`src/verilog/ocm_pkg.sv`:
```
/*
  Package for the offset cancel and monitor stage: register map, field positions,
  reset values, timing constants, averaging phase encoding and stream carriers.
  Assumes a 200 MHz register clock and a 20-bit signed acceleration stream.
*/
`default_nettype none

package ocm_pkg;

  // ==========================================================================
  // widths and timing
  // ==========================================================================
  localparam int SAMPLE_W = 20;
  localparam int CORR_W = 16;
  localparam int unsigned CLK_MHZ = 200;
  localparam int unsigned DS_TIME_US = 256;
  localparam int unsigned DS_CYCLES = DS_TIME_US * CLK_MHZ;
  localparam int unsigned BLANK_TIME_MS = 2100;
  localparam int unsigned BLANK_CYCLES = BLANK_TIME_MS * 1000 * CLK_MHZ;
  localparam int unsigned STREC_TIME_US = 1000;
  localparam int unsigned STREC_CYCLES = STREC_TIME_US * CLK_MHZ;
  localparam int unsigned PHASE_SAMPLES = 2048;
  localparam int unsigned RING_PARTS = 6;
  localparam int unsigned AVG_THR_LSB = 1;
  localparam int unsigned TRIM_FRAC = 14;

  // ==========================================================================
  // register offsets
  // ==========================================================================
  localparam logic [7:0] OFS_DEVICE_CONFIG = 8'h00;
  localparam logic [7:0] OFS_DEVICE_CONTROL = 8'h04;
  localparam logic [7:0] OFS_AXIS_CONFIG = 8'h08;
  localparam logic [7:0] OFS_LIMIT_HIGH = 8'h0c;
  localparam logic [7:0] OFS_LIMIT_LOW = 8'h10;
  localparam logic [7:0] OFS_CORRECTION = 8'h14;
  localparam logic [7:0] OFS_STATUS = 8'h18;
  localparam logic [7:0] OFS_MASK = 8'h1c;
  localparam logic [7:0] OFS_STATE = 8'h20;

  // ==========================================================================
  // fields and reset values
  // ==========================================================================
  localparam int CFG_OC_N_BIT = 0;
  localparam int CFG_WATCH_BIT = 1;
  localparam int CTL_INIT_BIT = 0;
  localparam int CTL_OVR_BIT = 1;
  localparam int CTL_PHASE_LSB = 2;
  localparam int ST_OVERRANGE_BIT = 0;
  localparam int ST_UPDATE_BIT = 1;
  localparam int ST_W = 2;
  localparam logic [1:0] DEVICE_CONFIG_RST = 2'h1;
  localparam logic [3:0] LOWPASS_RST = 4'h0;
  localparam logic [15:0] LIMIT_HIGH_RST = 16'h0400;
  localparam logic [15:0] LIMIT_LOW_RST = 16'h0400;

  typedef enum logic [1:0] {
    OCM_PH_START1 = 2'b00,
    OCM_PH_START2 = 2'b01,
    OCM_PH_START3 = 2'b11,
    OCM_PH_NORMAL = 2'b10
  } ocm_phase_t;

  typedef struct packed {
    logic valid;
    logic [SAMPLE_W-1:0] data;
  } ocm_sample_t;

endpackage : ocm_pkg

`default_nettype wire

```
`src/verilog/ocm_offset_cancel.sv`:
```
/*
  Offset cancellation and offset monitor stage with APB register access.
  Assumes the low-pass stream and the host read command run on pclk; the self
  test pin is asynchronous; trim values come from one-time memory as static levels.
*/
// Local design decisions: the address map and the APB interface to the registers.
`timescale 1ns/1ps
`default_nettype none

// Summary of operation
// - corrected data only when select bit is zero in config and read command
// - normal phase averages 24,576 samples taken every 256 us
// - average against thresholds steps the correction value applied to data
// - three start-up phases of 2048 samples averaging 48, 384, 3072
// - correction refreshes every 2.048, 16.38, 131.1, 1049 ms by phase
// - before init complete, host may force phase via select and enable
// - self test freezes cancellation, monitor and correction value
// - cancellation stays frozen for a recovery time after self test ends
// - monitor runs only when its enable bit is one
// - correction beyond high or low limit raises over-range error
// - monitor evaluated only at correction refresh moments
// - monitor inactive for 2.1 s after reset
// - one-time trim corrects gain and offset of the signal path
// - host picks one of twelve low-pass responses via four-bit field
module ocm_offset_cancel #(
  parameter int unsigned DS_CYC = ocm_pkg::DS_CYCLES,
  parameter int unsigned BLANK_CYC = ocm_pkg::BLANK_CYCLES,
  parameter int unsigned STREC_CYC = ocm_pkg::STREC_CYCLES
) (
  input wire logic pclk, // register and dsp clock
  input wire logic presetn, // async reset, active low
  input wire logic psel, // apb select
  input wire logic penable, // apb enable
  input wire logic pwrite, // apb direction
  input wire logic [7:0] paddr, // apb byte address
  input wire logic [31:0] pwdata, // apb write data
  output logic [31:0] prdata, // apb read data
  output logic pready, // apb ready
  output logic pslverr, // apb error on unmapped address
  input wire ocm_pkg::ocm_sample_t lpf_in, // filtered acceleration
  input wire logic read_cmd_oc_n, // select bit of host read command
  input wire logic selftest_pin, // self test active, async
  input wire logic [15:0] trim_gain, // gain trim, 2.14 unsigned
  input wire logic [15:0] trim_offset, // offset trim, signed lsb
  output logic [3:0] lowpass_select, // filter choice for lpf stage
  output ocm_pkg::ocm_sample_t acc_out, // result stream
  output logic offset_error, // over-range error level
  output logic irq // interrupt level
);

  localparam int SW = ocm_pkg::SAMPLE_W;
  localparam int CW = ocm_pkg::CORR_W;
  localparam int AW = 40;

  // ==========================================================================
  // register file
  // ==========================================================================
  logic [1:0] dev_cfg_reg;
  logic init_complete_flag_reg;
  logic phase_override_enable_reg;
  logic [1:0] startup_phase_select_reg;
  logic [3:0] lowpass_reg;
  logic [15:0] offset_limit_high_reg;
  logic [15:0] offset_limit_low_reg;
  logic [ocm_pkg::ST_W-1:0] status_reg;
  logic [ocm_pkg::ST_W-1:0] mask_reg;
  logic [31:0] rdata_reg;
  logic signed [CW-1:0] correction_value_reg;
  ocm_pkg::ocm_phase_t phase_reg;
  ocm_pkg::ocm_phase_t eff_phase;
  logic [ocm_pkg::ST_W-1:0] ev_set;
  logic wr_en;
  logic setup;
  logic mapped;

  assign wr_en = psel & penable & pwrite;
  assign setup = psel & ~penable;
  assign pready = 1'b1;
  assign mapped = (paddr == ocm_pkg::OFS_DEVICE_CONFIG) || (paddr == ocm_pkg::OFS_DEVICE_CONTROL)
    || (paddr == ocm_pkg::OFS_AXIS_CONFIG) || (paddr == ocm_pkg::OFS_LIMIT_HIGH)
    || (paddr == ocm_pkg::OFS_LIMIT_LOW) || (paddr == ocm_pkg::OFS_CORRECTION)
    || (paddr == ocm_pkg::OFS_STATUS) || (paddr == ocm_pkg::OFS_MASK) || (paddr == ocm_pkg::OFS_STATE);
  assign pslverr = psel & penable & ~mapped;
  assign prdata = rdata_reg;

  always_ff @(posedge pclk or negedge presetn)
  begin
    if (!presetn)
    begin
      dev_cfg_reg <= ocm_pkg::DEVICE_CONFIG_RST;
      init_complete_flag_reg <= 1'b0;
      phase_override_enable_reg <= 1'b0;
      startup_phase_select_reg <= 2'h0;
      lowpass_reg <= ocm_pkg::LOWPASS_RST;
      offset_limit_high_reg <= ocm_pkg::LIMIT_HIGH_RST;
      offset_limit_low_reg <= ocm_pkg::LIMIT_LOW_RST;
      mask_reg <= '0;
    end
    else if (wr_en)
    begin
      case (paddr)
        ocm_pkg::OFS_DEVICE_CONFIG: dev_cfg_reg <= pwdata[1:0];
        ocm_pkg::OFS_DEVICE_CONTROL:
        begin
          // init complete is sticky: once set, the phase override is locked out
          if (pwdata[ocm_pkg::CTL_INIT_BIT])
            init_complete_flag_reg <= 1'b1;
          phase_override_enable_reg <= pwdata[ocm_pkg::CTL_OVR_BIT];
          startup_phase_select_reg <= pwdata[ocm_pkg::CTL_PHASE_LSB +: 2];
        end
        ocm_pkg::OFS_AXIS_CONFIG: lowpass_reg <= pwdata[3:0];
        ocm_pkg::OFS_LIMIT_HIGH: offset_limit_high_reg <= pwdata[15:0];
        ocm_pkg::OFS_LIMIT_LOW: offset_limit_low_reg <= pwdata[15:0];
        ocm_pkg::OFS_MASK: mask_reg <= pwdata[ocm_pkg::ST_W-1:0];
        default: ;
      endcase
    end
  end

  assign lowpass_select = lowpass_reg;

  // read data captured in the setup cycle so prdata comes from a flop
  always_ff @(posedge pclk or negedge presetn)
  begin
    if (!presetn)
      rdata_reg <= '0;
    else if (setup && !pwrite)
    begin
      case (paddr)
        ocm_pkg::OFS_DEVICE_CONFIG: rdata_reg <= {30'h0, dev_cfg_reg};
        ocm_pkg::OFS_DEVICE_CONTROL: rdata_reg <= {28'h0, startup_phase_select_reg,
                                                   phase_override_enable_reg, init_complete_flag_reg};
        ocm_pkg::OFS_AXIS_CONFIG: rdata_reg <= {28'h0, lowpass_reg};
        ocm_pkg::OFS_LIMIT_HIGH: rdata_reg <= {16'h0, offset_limit_high_reg};
        ocm_pkg::OFS_LIMIT_LOW: rdata_reg <= {16'h0, offset_limit_low_reg};
        ocm_pkg::OFS_CORRECTION: rdata_reg <= {{16{correction_value_reg[CW-1]}}, correction_value_reg};
        ocm_pkg::OFS_STATUS: rdata_reg <= {30'h0, status_reg};
        ocm_pkg::OFS_MASK: rdata_reg <= {30'h0, mask_reg};
        ocm_pkg::OFS_STATE: rdata_reg <= {30'h0, eff_phase};
        default: rdata_reg <= 32'h0;
      endcase
    end
  end

  // sticky status, write one to clear; a new event wins over the clear
  always_ff @(posedge pclk or negedge presetn)
  begin
    if (!presetn)
      status_reg <= '0;
    else if (wr_en && paddr == ocm_pkg::OFS_STATUS)
      status_reg <= (status_reg & ~pwdata[ocm_pkg::ST_W-1:0]) | ev_set;
    else
      status_reg <= status_reg | ev_set;
  end

  assign irq = |(status_reg & mask_reg);
  assign offset_error = status_reg[ocm_pkg::ST_OVERRANGE_BIT];

  // ==========================================================================
  // self test synchroniser, recovery and monitor blanking
  // ==========================================================================
  logic st_s1, st_s2, st_s3, st_level;
  logic [31:0] strec_cnt;
  logic [31:0] blank_cnt;
  logic frozen;

  always_ff @(posedge pclk or negedge presetn)
  begin
    if (!presetn)
    begin
      st_s1 <= 1'b0;
      st_s2 <= 1'b0;
      st_s3 <= 1'b0;
      st_level <= 1'b0;
    end
    else
    begin
      st_s1 <= selftest_pin;
      st_s2 <= st_s1;
      st_s3 <= st_s2;
      if (st_s2 == st_s3)
        st_level <= st_s3;
    end
  end

  always_ff @(posedge pclk or negedge presetn)
  begin
    if (!presetn)
      strec_cnt <= '0;
    else if (st_level)
      strec_cnt <= STREC_CYC;
    else if (strec_cnt != 0)
      strec_cnt <= strec_cnt - 32'h1;
  end

  assign frozen = st_level || (strec_cnt != 0);

  always_ff @(posedge pclk or negedge presetn)
  begin
    if (!presetn)
      blank_cnt <= BLANK_CYC;
    else if (blank_cnt != 0)
      blank_cnt <= blank_cnt - 32'h1;
  end

  // ==========================================================================
  // trim and output path
  // ==========================================================================
  logic signed [SW+16:0] trim_prod;
  logic [SW-1:0] trimmed;
  logic [SW-1:0] last_sample;
  logic use_corr;

  assign trim_prod = $signed(lpf_in.data) * $signed({1'b0, trim_gain});
  assign trimmed = trim_prod[ocm_pkg::TRIM_FRAC +: SW] + {{(SW-16){trim_offset[15]}}, trim_offset};
  assign use_corr = ~dev_cfg_reg[ocm_pkg::CFG_OC_N_BIT] & ~read_cmd_oc_n;

  always_ff @(posedge pclk or negedge presetn)
  begin
    if (!presetn)
    begin
      acc_out <= '0;
      last_sample <= '0;
    end
    else
    begin
      acc_out.valid <= lpf_in.valid;
      if (lpf_in.valid)
      begin
        last_sample <= trimmed;
        if (use_corr)
          acc_out.data <= trimmed - {{(SW-CW){correction_value_reg[CW-1]}}, correction_value_reg};
        else
          acc_out.data <= trimmed;
      end
    end
  end

  // ==========================================================================
  // down-sampling, phases and running average
  // ==========================================================================
  logic [31:0] ds_cnt;
  logic ds_tick;
  logic [10:0] ph_cnt;
  ocm_pkg::ocm_phase_t eff_phase_d;
  logic [11:0] part_cnt;
  logic [11:0] part_last;
  logic [3:0] part_shift;
  logic signed [AW-1:0] part_acc;
  logic signed [AW-1:0] ring [ocm_pkg::RING_PARTS];
  logic [2:0] ring_wr;
  logic [2:0] ring_fill;
  logic upd;
  logic signed [AW-1:0] total;
  logic signed [AW-1:0] diff6;
  logic signed [CW-1:0] corr_new;

  always_comb
  begin
    if (!init_complete_flag_reg && phase_override_enable_reg)
    begin
      case (startup_phase_select_reg)
        2'h0: eff_phase = ocm_pkg::OCM_PH_START1;
        2'h1: eff_phase = ocm_pkg::OCM_PH_START2;
        2'h2: eff_phase = ocm_pkg::OCM_PH_START3;
        default: eff_phase = ocm_pkg::OCM_PH_NORMAL;
      endcase
    end
    else
      eff_phase = phase_reg;
  end

  // samples per ring part; six parts make 48, 384, 3072 or 24576
  always_comb
  begin
    case (eff_phase)
      ocm_pkg::OCM_PH_START1: part_shift = 4'h3;
      ocm_pkg::OCM_PH_START2: part_shift = 4'h6;
      ocm_pkg::OCM_PH_START3: part_shift = 4'h9;
      default: part_shift = 4'hc;
    endcase
    part_last = 12'((13'h1 << part_shift) - 13'h1);
  end

  assign ds_tick = (ds_cnt == DS_CYC - 1);

  always_ff @(posedge pclk or negedge presetn)
  begin
    if (!presetn)
      ds_cnt <= '0;
    else if (ds_tick)
      ds_cnt <= '0;
    else
      ds_cnt <= ds_cnt + 32'h1;
  end

  // phase timer keeps running through self test; only averaging freezes
  always_ff @(posedge pclk or negedge presetn)
  begin
    if (!presetn)
    begin
      phase_reg <= ocm_pkg::OCM_PH_START1;
      ph_cnt <= '0;
    end
    else if (ds_tick && phase_reg != ocm_pkg::OCM_PH_NORMAL)
    begin
      ph_cnt <= ph_cnt + 11'h1;
      if (ph_cnt == 11'(ocm_pkg::PHASE_SAMPLES - 1))
      begin
        case (phase_reg)
          ocm_pkg::OCM_PH_START1: phase_reg <= ocm_pkg::OCM_PH_START2;
          ocm_pkg::OCM_PH_START2: phase_reg <= ocm_pkg::OCM_PH_START3;
          default: phase_reg <= ocm_pkg::OCM_PH_NORMAL;
        endcase
      end
    end
  end

  // a phase change restarts the ring, as parts of different size cannot mix
  always_ff @(posedge pclk or negedge presetn)
  begin
    if (!presetn)
    begin
      eff_phase_d <= ocm_pkg::OCM_PH_START1;
      part_cnt <= '0;
      part_acc <= '0;
      ring_wr <= '0;
      ring_fill <= '0;
      upd <= 1'b0;
      for (int i = 0; i < ocm_pkg::RING_PARTS; i++)
        ring[i] <= '0;
    end
    else
    begin
      eff_phase_d <= eff_phase;
      upd <= 1'b0;
      if (eff_phase != eff_phase_d)
      begin
        part_cnt <= '0;
        part_acc <= '0;
        ring_wr <= '0;
        ring_fill <= '0;
      end
      else if (ds_tick && !frozen)
      begin
        if (part_cnt == part_last)
        begin
          ring[ring_wr] <= part_acc + AW'($signed(last_sample));
          part_acc <= '0;
          part_cnt <= '0;
          ring_wr <= (ring_wr == 3'(ocm_pkg::RING_PARTS - 1)) ? 3'h0 : ring_wr + 3'h1;
          if (ring_fill != 3'(ocm_pkg::RING_PARTS))
            ring_fill <= ring_fill + 3'h1;
          upd <= 1'b1;
        end
        else
        begin
          part_acc <= part_acc + AW'($signed(last_sample));
          part_cnt <= part_cnt + 12'h1;
        end
      end
    end
  end

  // ==========================================================================
  // correction step and offset monitor
  // ==========================================================================
  always_comb
  begin
    total = '0;
    for (int i = 0; i < ocm_pkg::RING_PARTS; i++)
      total = total + ring[i];
    // six times the average against six times the correction avoids a divider
    diff6 = (total >>> part_shift) - AW'(correction_value_reg * 6);
    corr_new = correction_value_reg;
    if (diff6 >= AW'(6 * ocm_pkg::AVG_THR_LSB))
      corr_new = correction_value_reg + 16'sh1;
    else if (diff6 <= -AW'(6 * ocm_pkg::AVG_THR_LSB))
      corr_new = correction_value_reg - 16'sh1;
  end

  always_ff @(posedge pclk or negedge presetn)
  begin
    if (!presetn)
      correction_value_reg <= '0;
    else if (upd && !frozen && ring_fill == 3'(ocm_pkg::RING_PARTS))
      correction_value_reg <= corr_new;
  end

  always_comb
  begin
    ev_set = '0;
    if (upd && !frozen && ring_fill == 3'(ocm_pkg::RING_PARTS))
    begin
      ev_set[ocm_pkg::ST_UPDATE_BIT] = 1'b1;
      if (dev_cfg_reg[ocm_pkg::CFG_WATCH_BIT] && blank_cnt == 0
          && (corr_new > $signed(offset_limit_high_reg)
              || corr_new < -$signed(offset_limit_low_reg)))
        ev_set[ocm_pkg::ST_OVERRANGE_BIT] = 1'b1;
    end
  end

endmodule : ocm_offset_cancel

`default_nettype wire

```
`config.mk`:
```
export PLATFORM = sky130hd
export DESIGN_NAME = ocm_offset_cancel
export DESIGN_NICKNAME = d
export VERILOG_FILES = /design/src/verilog/ocm_pkg.sv /design/src/verilog/ocm_offset_cancel.sv
export SDC_FILE = /design/constraint.sdc
export NUM_CORES = 2
export LEC_CHECK = 0
export BUFFER_PORTS_ARGS = -buffer_cell sky130_fd_sc_hd__buf_4
export CAP_MARGIN = 20
export CORE_AREA = 3 3 435 437
export CTS_CLUSTER_DIAMETER = 200
export DETAILED_ROUTE_END_ITERATION = 7
export DIE_AREA = 0 0 438 440
export GPL_TIMING_DRIVEN = 1
export SYNTH_ARGS = -nofsm -noshare
export SYNTH_HDL_FRONTEND = slang
export SYNTH_SLANG_ARGS = --single-unit
```
`constraint.sdc`:
```
create_clock -name pclk -period 12.06 [get_ports pclk]
set_clock_uncertainty 0.1 [all_clocks]
set_input_delay 1.809 -clock pclk [delete_from_list [all_inputs] [get_ports pclk]]
set_output_delay 1.809 -clock pclk [all_outputs]
set_load 0.05 [all_outputs]
```
# Word level (Yosys, flattened, before mapping)
# Index checks and enable logic that the tools add are counted.
# word_totals
register_bits	549
latch_bits	0
mem_bits_rw	0
rom_bits	0
inputBits	100
out_inout_bits	61
wordCells	183
mem_count	0
# op_classes
addsub	20
multipliers	2
div	0
order_cmp	6
n_eq_ne	22
shifts	2
n_mux	34
n_bitwise	16
n_reduce_logical	46
# ops
cell	n
32-bit one-hot mux with 9 select lines	1
240-bit bitwise mux	1
40-bit adder	5
40-bit two-way mux	4
40-bit demux with 3-bit select	1
32-bit two-way mux	3
32-bit nonzero test	2
32-bit by 1-bit subtractor with 32-bit output, second input constant	2
40-bit by 20-bit adder with 40-bit output	1
40-bit by 3-bit >= comparator with 1-bit output, second input constant	1
40-bit <= comparator, second input constant	1
40-bit by 4-bit >>> shifter with 40-bit output	1
40-bit by 20-bit subtractor with 40-bit output	1
12-bit two-way mux	3
20-bit by 17-bit multiplier with 34-bit output	1
32-bit by 1-bit adder with 32-bit output, second input constant	1
32-bit by 16-bit == test with 1-bit output, second input constant	1
8-bit by 5-bit == test with 1-bit output, second input constant	4
32-bit logical NOT	1
16-bit two-way mux	2
3-bit two-way mux	8
20-bit adder	1
20-bit two-way mux	1
20-bit subtractor	1
45 further kinds	100

# Longest topological paths before layout
# depth
ltp_word	17
mapped_depth	51
depth_no_buf	48

# Worst setup path before layout
# OpenSTA, ideal clock, no wires.
# synth_timing
path_type	reg2reg
start	reg ring[122] (netlist bit)
end	reg status_reg[0] (netlist bit)
setup_ps	83
t_arrival_ps	10523
required_time_ps	11877
setup_slack_ps	1355
path_stages_with_launch	52
path_buffers	3
synth_period_minus_slack_ps	10705
path_cell_list	dfrtp_1 fa_1 inv_1 fa_1 inv_1 fa_1 ha_1 inv_1 fa_1 nor2b_1 o21a_1 o21ai_0 a2111oi_0 nor3_1 o31ai_1 a31oi_1 o211ai_1 a31oi_1 [... 16 more ...] and2_1 buf_4 buf_2 o21ai_0 o211ai_1 ha_1 o21a_1 o21a_1 o21a_1 o21a_1 o21a_1 o21a_1 o21ai_0 a21oi_1 o311a_1 o21ai_0 a41oi_1 o21ai_0
# synth_via
elab_chain_cells	16
elab_cells_between_ends	19
classes_between	add/sub (5); order compare (4); shift (1); mux (5); bitwise (2); reduce/logical (2)
# synth_lines
item	line_no	text
start, declared	ocm_offset_cancel.sv:250	logic signed [AW-1:0] ring [ocm_pkg::RING_PARTS];
start signal, assigned by index	ocm_offset_cancel.sv:348	ring[ring_wr] <= part_acc + AW'($signed(last_sample));
40-bit adder (*) (4 in series)	ocm_offset_cancel.sv:372	total = total + ring[i];
40-bit by 4-bit >>> shifter with 40-bit output (*)	ocm_offset_cancel.sv:374	diff6 = (total >>> part_shift) - AW'(correction_value_reg * 6);
40-bit by 20-bit subtractor with 40-bit output (*)	ocm_offset_cancel.sv:374	
40-bit <= comparator	ocm_offset_cancel.sv:378	else if (diff6 <= -AW'(6 * ocm_pkg::AVG_THR_LSB))
16-bit two-way mux	ocm_offset_cancel.sv:378	
16-bit two-way mux (*)	ocm_offset_cancel.sv:376	if (diff6 >= AW'(6 * ocm_pkg::AVG_THR_LSB))
named net corr_new[2]	ocm_offset_cancel.sv:256	logic signed [CW-1:0] corr_new;
16-bit > comparator / 16-bit < comparator (equally long branches)	ocm_offset_cancel.sv:397, ocm_offset_cancel.sv:398	
1-bit logical OR (*)	ocm_offset_cancel.sv:398	|| corr_new < -$signed(offset_limit_low_reg)))
1-bit logical AND (*)	ocm_offset_cancel.sv:397	&& (corr_new > $signed(offset_limit_high_reg)
1-bit two-way mux (*)	ocm_offset_cancel.sv:396	if (dev_cfg_reg[ocm_pkg::CFG_WATCH_BIT] && blank_cnt == 0
2-bit two-way mux (*)	ocm_offset_cancel.sv:393	if (upd && !frozen && ring_fill == 3'(ocm_pkg::RING_PARTS))
2-bit bitwise OR (on tied branches)	ocm_offset_cancel.sv:153, ocm_offset_cancel.sv:151	
2-bit two-way mux (*)	ocm_offset_cancel.sv:150	else if (wr_en && paddr == ocm_pkg::OFS_STATUS)
end signal, assigned	ocm_offset_cancel.sv:151	status_reg <= (status_reg & ~pwdata[ocm_pkg::ST_W-1:0]) | ev_set;
end signal, assigned	ocm_offset_cancel.sv:153	status_reg <= status_reg | ev_set;
end, declared	ocm_offset_cancel.sv:65	logic [ocm_pkg::ST_W-1:0] status_reg;
# Mark *: on every way through the listed nets, which the timed path passes. The rest lies on a longest branch.
# A chain may end at the register's enable or synchronous reset.

# Final worst setup path
# Ends and elaborated chain as after synthesis.

==> summary.md <==
| Metric | Value |
|---|---|
| Cell accounting for the most synthesized area | `dfrtp_1` |
| Largest family of logic cells by synthesized area | `adder cells` |
| Tmin final | `about 12 ns` |
| Status | `finished clean` |
| Syn_area_per_cell | `8.95 um2` |
| Slew HR | `approximately a third` |
| Final Hold Fails | `0` |
| FF-to-FF setup slack | `~0.53 ns` |
| Simple-gate share of the synthesized area | `16.2%` |
| Mux cell area share after synthesis | `about 2.5%` |
| Area share of the largest cell type after synthesis | `~27%` |
| Routed Antenna Nets | `0` |
| GRT overflow | `0` |
| Max-slew violations | `0` |
| Nets | `approximately 6400` |
| Ys async rst share | `100%` |
| Biggest regs | `ring (240), part_acc (40)` |
| Crit-path max FO | `4` |
| DRT iter0 DRCs | `2170` |
| Crit. End Element | `flip-flop` |
| Yosys warning count | `0` |
| DRT Pass-1 Iters | `6` |
| Crit share post-route | `a little over nine tenths` |
| Yosys reg bits | `between 500 and 600` |
| GRT Overall Usage | `between 10% and 20%` |
| Worst-case reg-to-reg path depth | `50` |
| Compound-gate portion of the synthesized area | `a little over an eighth` |
| Root Buffer | `clkbuf_16` |
| Per-cell routed wire length | `roughly 15 um` |
| Crit path launch type | `flip-flop` |
| Vias/cell | `roughly 4.6` |
| Critical Setup Path Class | `reg -> reg` |
| CP max-delay cell | `fa_1` |
| CTS tree | `done` |
| Most frequent cell after synthesis | `nand2_1` |
| Hold Path Depth | `0` |
| Register area | `approximately 13000 um2` |
| Hold Path Class | `reg -> reg` |
| DRC | `0` |
| Post-cts hold buffer count | `0` |
| Starting utilization of the core area | `26.0%` |
| Die area | `roughly 190000 um2` |
| Critical Path RT | `12.50 ns` |
| Most flops, register | `ring` |
| DP HPWL | `around 95000 um` |
| Commonest cells post-synth | `nand2_1 (761), inv_1 (686), dfrtp_1 (523)` |
| Fmax | `about 87 MHz` |
| IO Port Bufs | `about 140` |
| Critical Path AT | `11.97 ns` |
| H-tree depth | `3` |
| Multi-input gate area | `around 31000 um2` |
| First-pass GRT wire length | `approximately 200000 um` |
| Initial antenna violation count | `6` |
| IO Count | `roughly 160` |
| Hold path start | `st_s1` |
| Gate Count Post-Synth | `between 5000 and 6000` |
| Filler cells | `19500` |
| Worst R2R End | `status_reg[0]` |
| Largest register FFs | `240` |
| Hold endpoint | `st_s2` |
| CP most frequent cell | `o21a_1` |
| Post-Route WL | `approximately 120000 um` |
| Critical Path Max Stage Delay | `~0.53 ns` |
| Worst skew pair latency | `between 0.6 and 0.7 ns` |
| Post-Synth XOR/XNOR Area | `under 10%` |
| Die span in y | `440 um` |
| Syn Std Cell Area | `around 48000 um2` |
| Worst flop-to-flop path startpoint | `ring[122]` |
| Post-CTS Setup Bufs | `0` |
| Max-cap violations | `0` |
| Slew @ Worst Pin | `a little under 1 ns` |
| Seq/Total Area, Yosys | `27.8%` |
| Clk slew on worst S/H paths | `around 0.060 ns` |
| Synth top area cells | `dfrtp_1 (27%), fa_1 (19%), ha_1 (8.7%)` |
| Die width | `438 um` |
| Setup violations, final | `0` |
| Distinct cells, synth | `89` |
| DR vias | `37100` |
| Sum of negative setup slack | `0 ns` |
| Share of layout cells above drive strength 1 | `roughly 9.0%` |
| Largest net degree at the start of global routing | `79` |
| Vias in the first global route | `37600` |
| Main synth FF type | `dfrtp_1` |
| Synth Area in Adders | `27.8%` |
| CTS Buf Count | `66` |
| CORE AREA | `between 150000 and 200000 um2` |
| Clock sinks | `between 500 and 600` |
| Rows | `158` |
| Syn Nets | `between 6000 and 7000` |
| Placer Congestion | `0.875` |
| Syn-to-layout area delta | `13.2%` |
| Max Root-Sink Buffers | `3` |
| Number of synthesized flops with an enable pin | `0` |
## cells by family after synthesis
logic type / Yosys count
adder cells (fa/ha/maj): 794
multiplexers: 109
AO/OA/AOI/OAI: 1056
buffers and inverters: 902
AND/OR/NAND/NOR: 1698
XOR/XNOR: 287
flip-flops: 534
other: 1
## per-layer routing
layer / global-route usage, % / part of all wire (%)
met1: 17.2 / 46
met2: 21.6 / 48
met3: 1.76 / 4.4
met4: 2.93 / 1.8
met5: 0 / 0.028
## layout make-up
type                            count  share of cell area (%)
Multi-Input combinational cell   3945                    57.8
Inverter                          686                    4.72
Sequential cell                   534                    24.5
Timing Repair Buffer              231                    3.25
Tap cell                         2480                    5.69
Clock buffer                       98                    3.53
Clock inverter                     22                   0.496
Antenna cell                        4                  0.0184
## worst max-delay path by stage
| stage | slack, ns | end | cells past startpoint | start |
|---|---|---|---|---|
| after detailed placement | 0.02 | status_reg[0] | 50 | ring[122] |
| after floorplan | 1.35 | status_reg[0] | 51 | ring[122] |
| after CTS | 0.07 | status_reg[0] | 51 | ring[122] |
| final | 0.53 | status_reg[0] | 50 | ring[122] |
| after global placement | 0.24 | status_reg[0] | 50 | ring[122] |
| after global routing | -0.03 | status_reg[0] | 50 | ring[122] |
## metrics by stage
step / utilization [%] / cells / cell area (um2) / hold slack, ns / setup WS [ns]
floorplan: - / 5381 / 48200 / 0.231 / 1.35
global placement: 28.1 / 7874 / 52200 / 0.240 / 0.244
detailed placement: 28.1 / 7874 / 52200 / 0.236 / 0.0239
CTS: 29.3 / 7994 / 54400 / 0.248 / 0.0657
global route: 29.4 / 7998 / 54500 / 0.270 / -0.0297
finish: 29.4 / 8000 / 54500 / 0.245 / 0.533
## cell usage in the layout, fill, tap and decap left out, drive strengths merged, types with 31 or more instances in the layout
cell type / Yosys / final
nand2: 761 / 761
inv: 686 / 689
dfrtp: 523 / 523
fa: 459 / 459
o21ai: 432 / 432
ha: 334 / 334
nor2: 307 / 307
a21oi: 239 / 239
buf: 33 / 230
xnor2: 164 / 164
and2: 147 / 147
xor2: 122 / 122
nand3: 105 / 105
clkbuf: 183 / 99
nor3: 84 / 84
a21o: 73 / 73
mux2: 71 / 71
a31oi: 54 / 54
nor2b: 50 / 50
o21a: 43 / 43
nand2b: 40 / 40
nand4: 38 / 38
and3: 37 / 37
mux2i: 37 / 37
or3: 36 / 36
nor4: 31 / 31
## critical path: cells and delay by family, from the launching register on
kind,cells,cell delay [ns]
buf+inv,6,0.71
fa+ha+maj,7,2.73
simple gates,9,1.94
flops,1,0.39
compound gates,26,5.23
mux,1,0.15
xor+xnor,1,0.19
## what timing repair did
item	CTS	global route
endpoints found under the setup margin	1	1
pin swaps	0	3
resized for setup	2	28
Power is not shown: default switching activity piles up to over one toggle a cycle in this logic, so the estimate is an artifact.
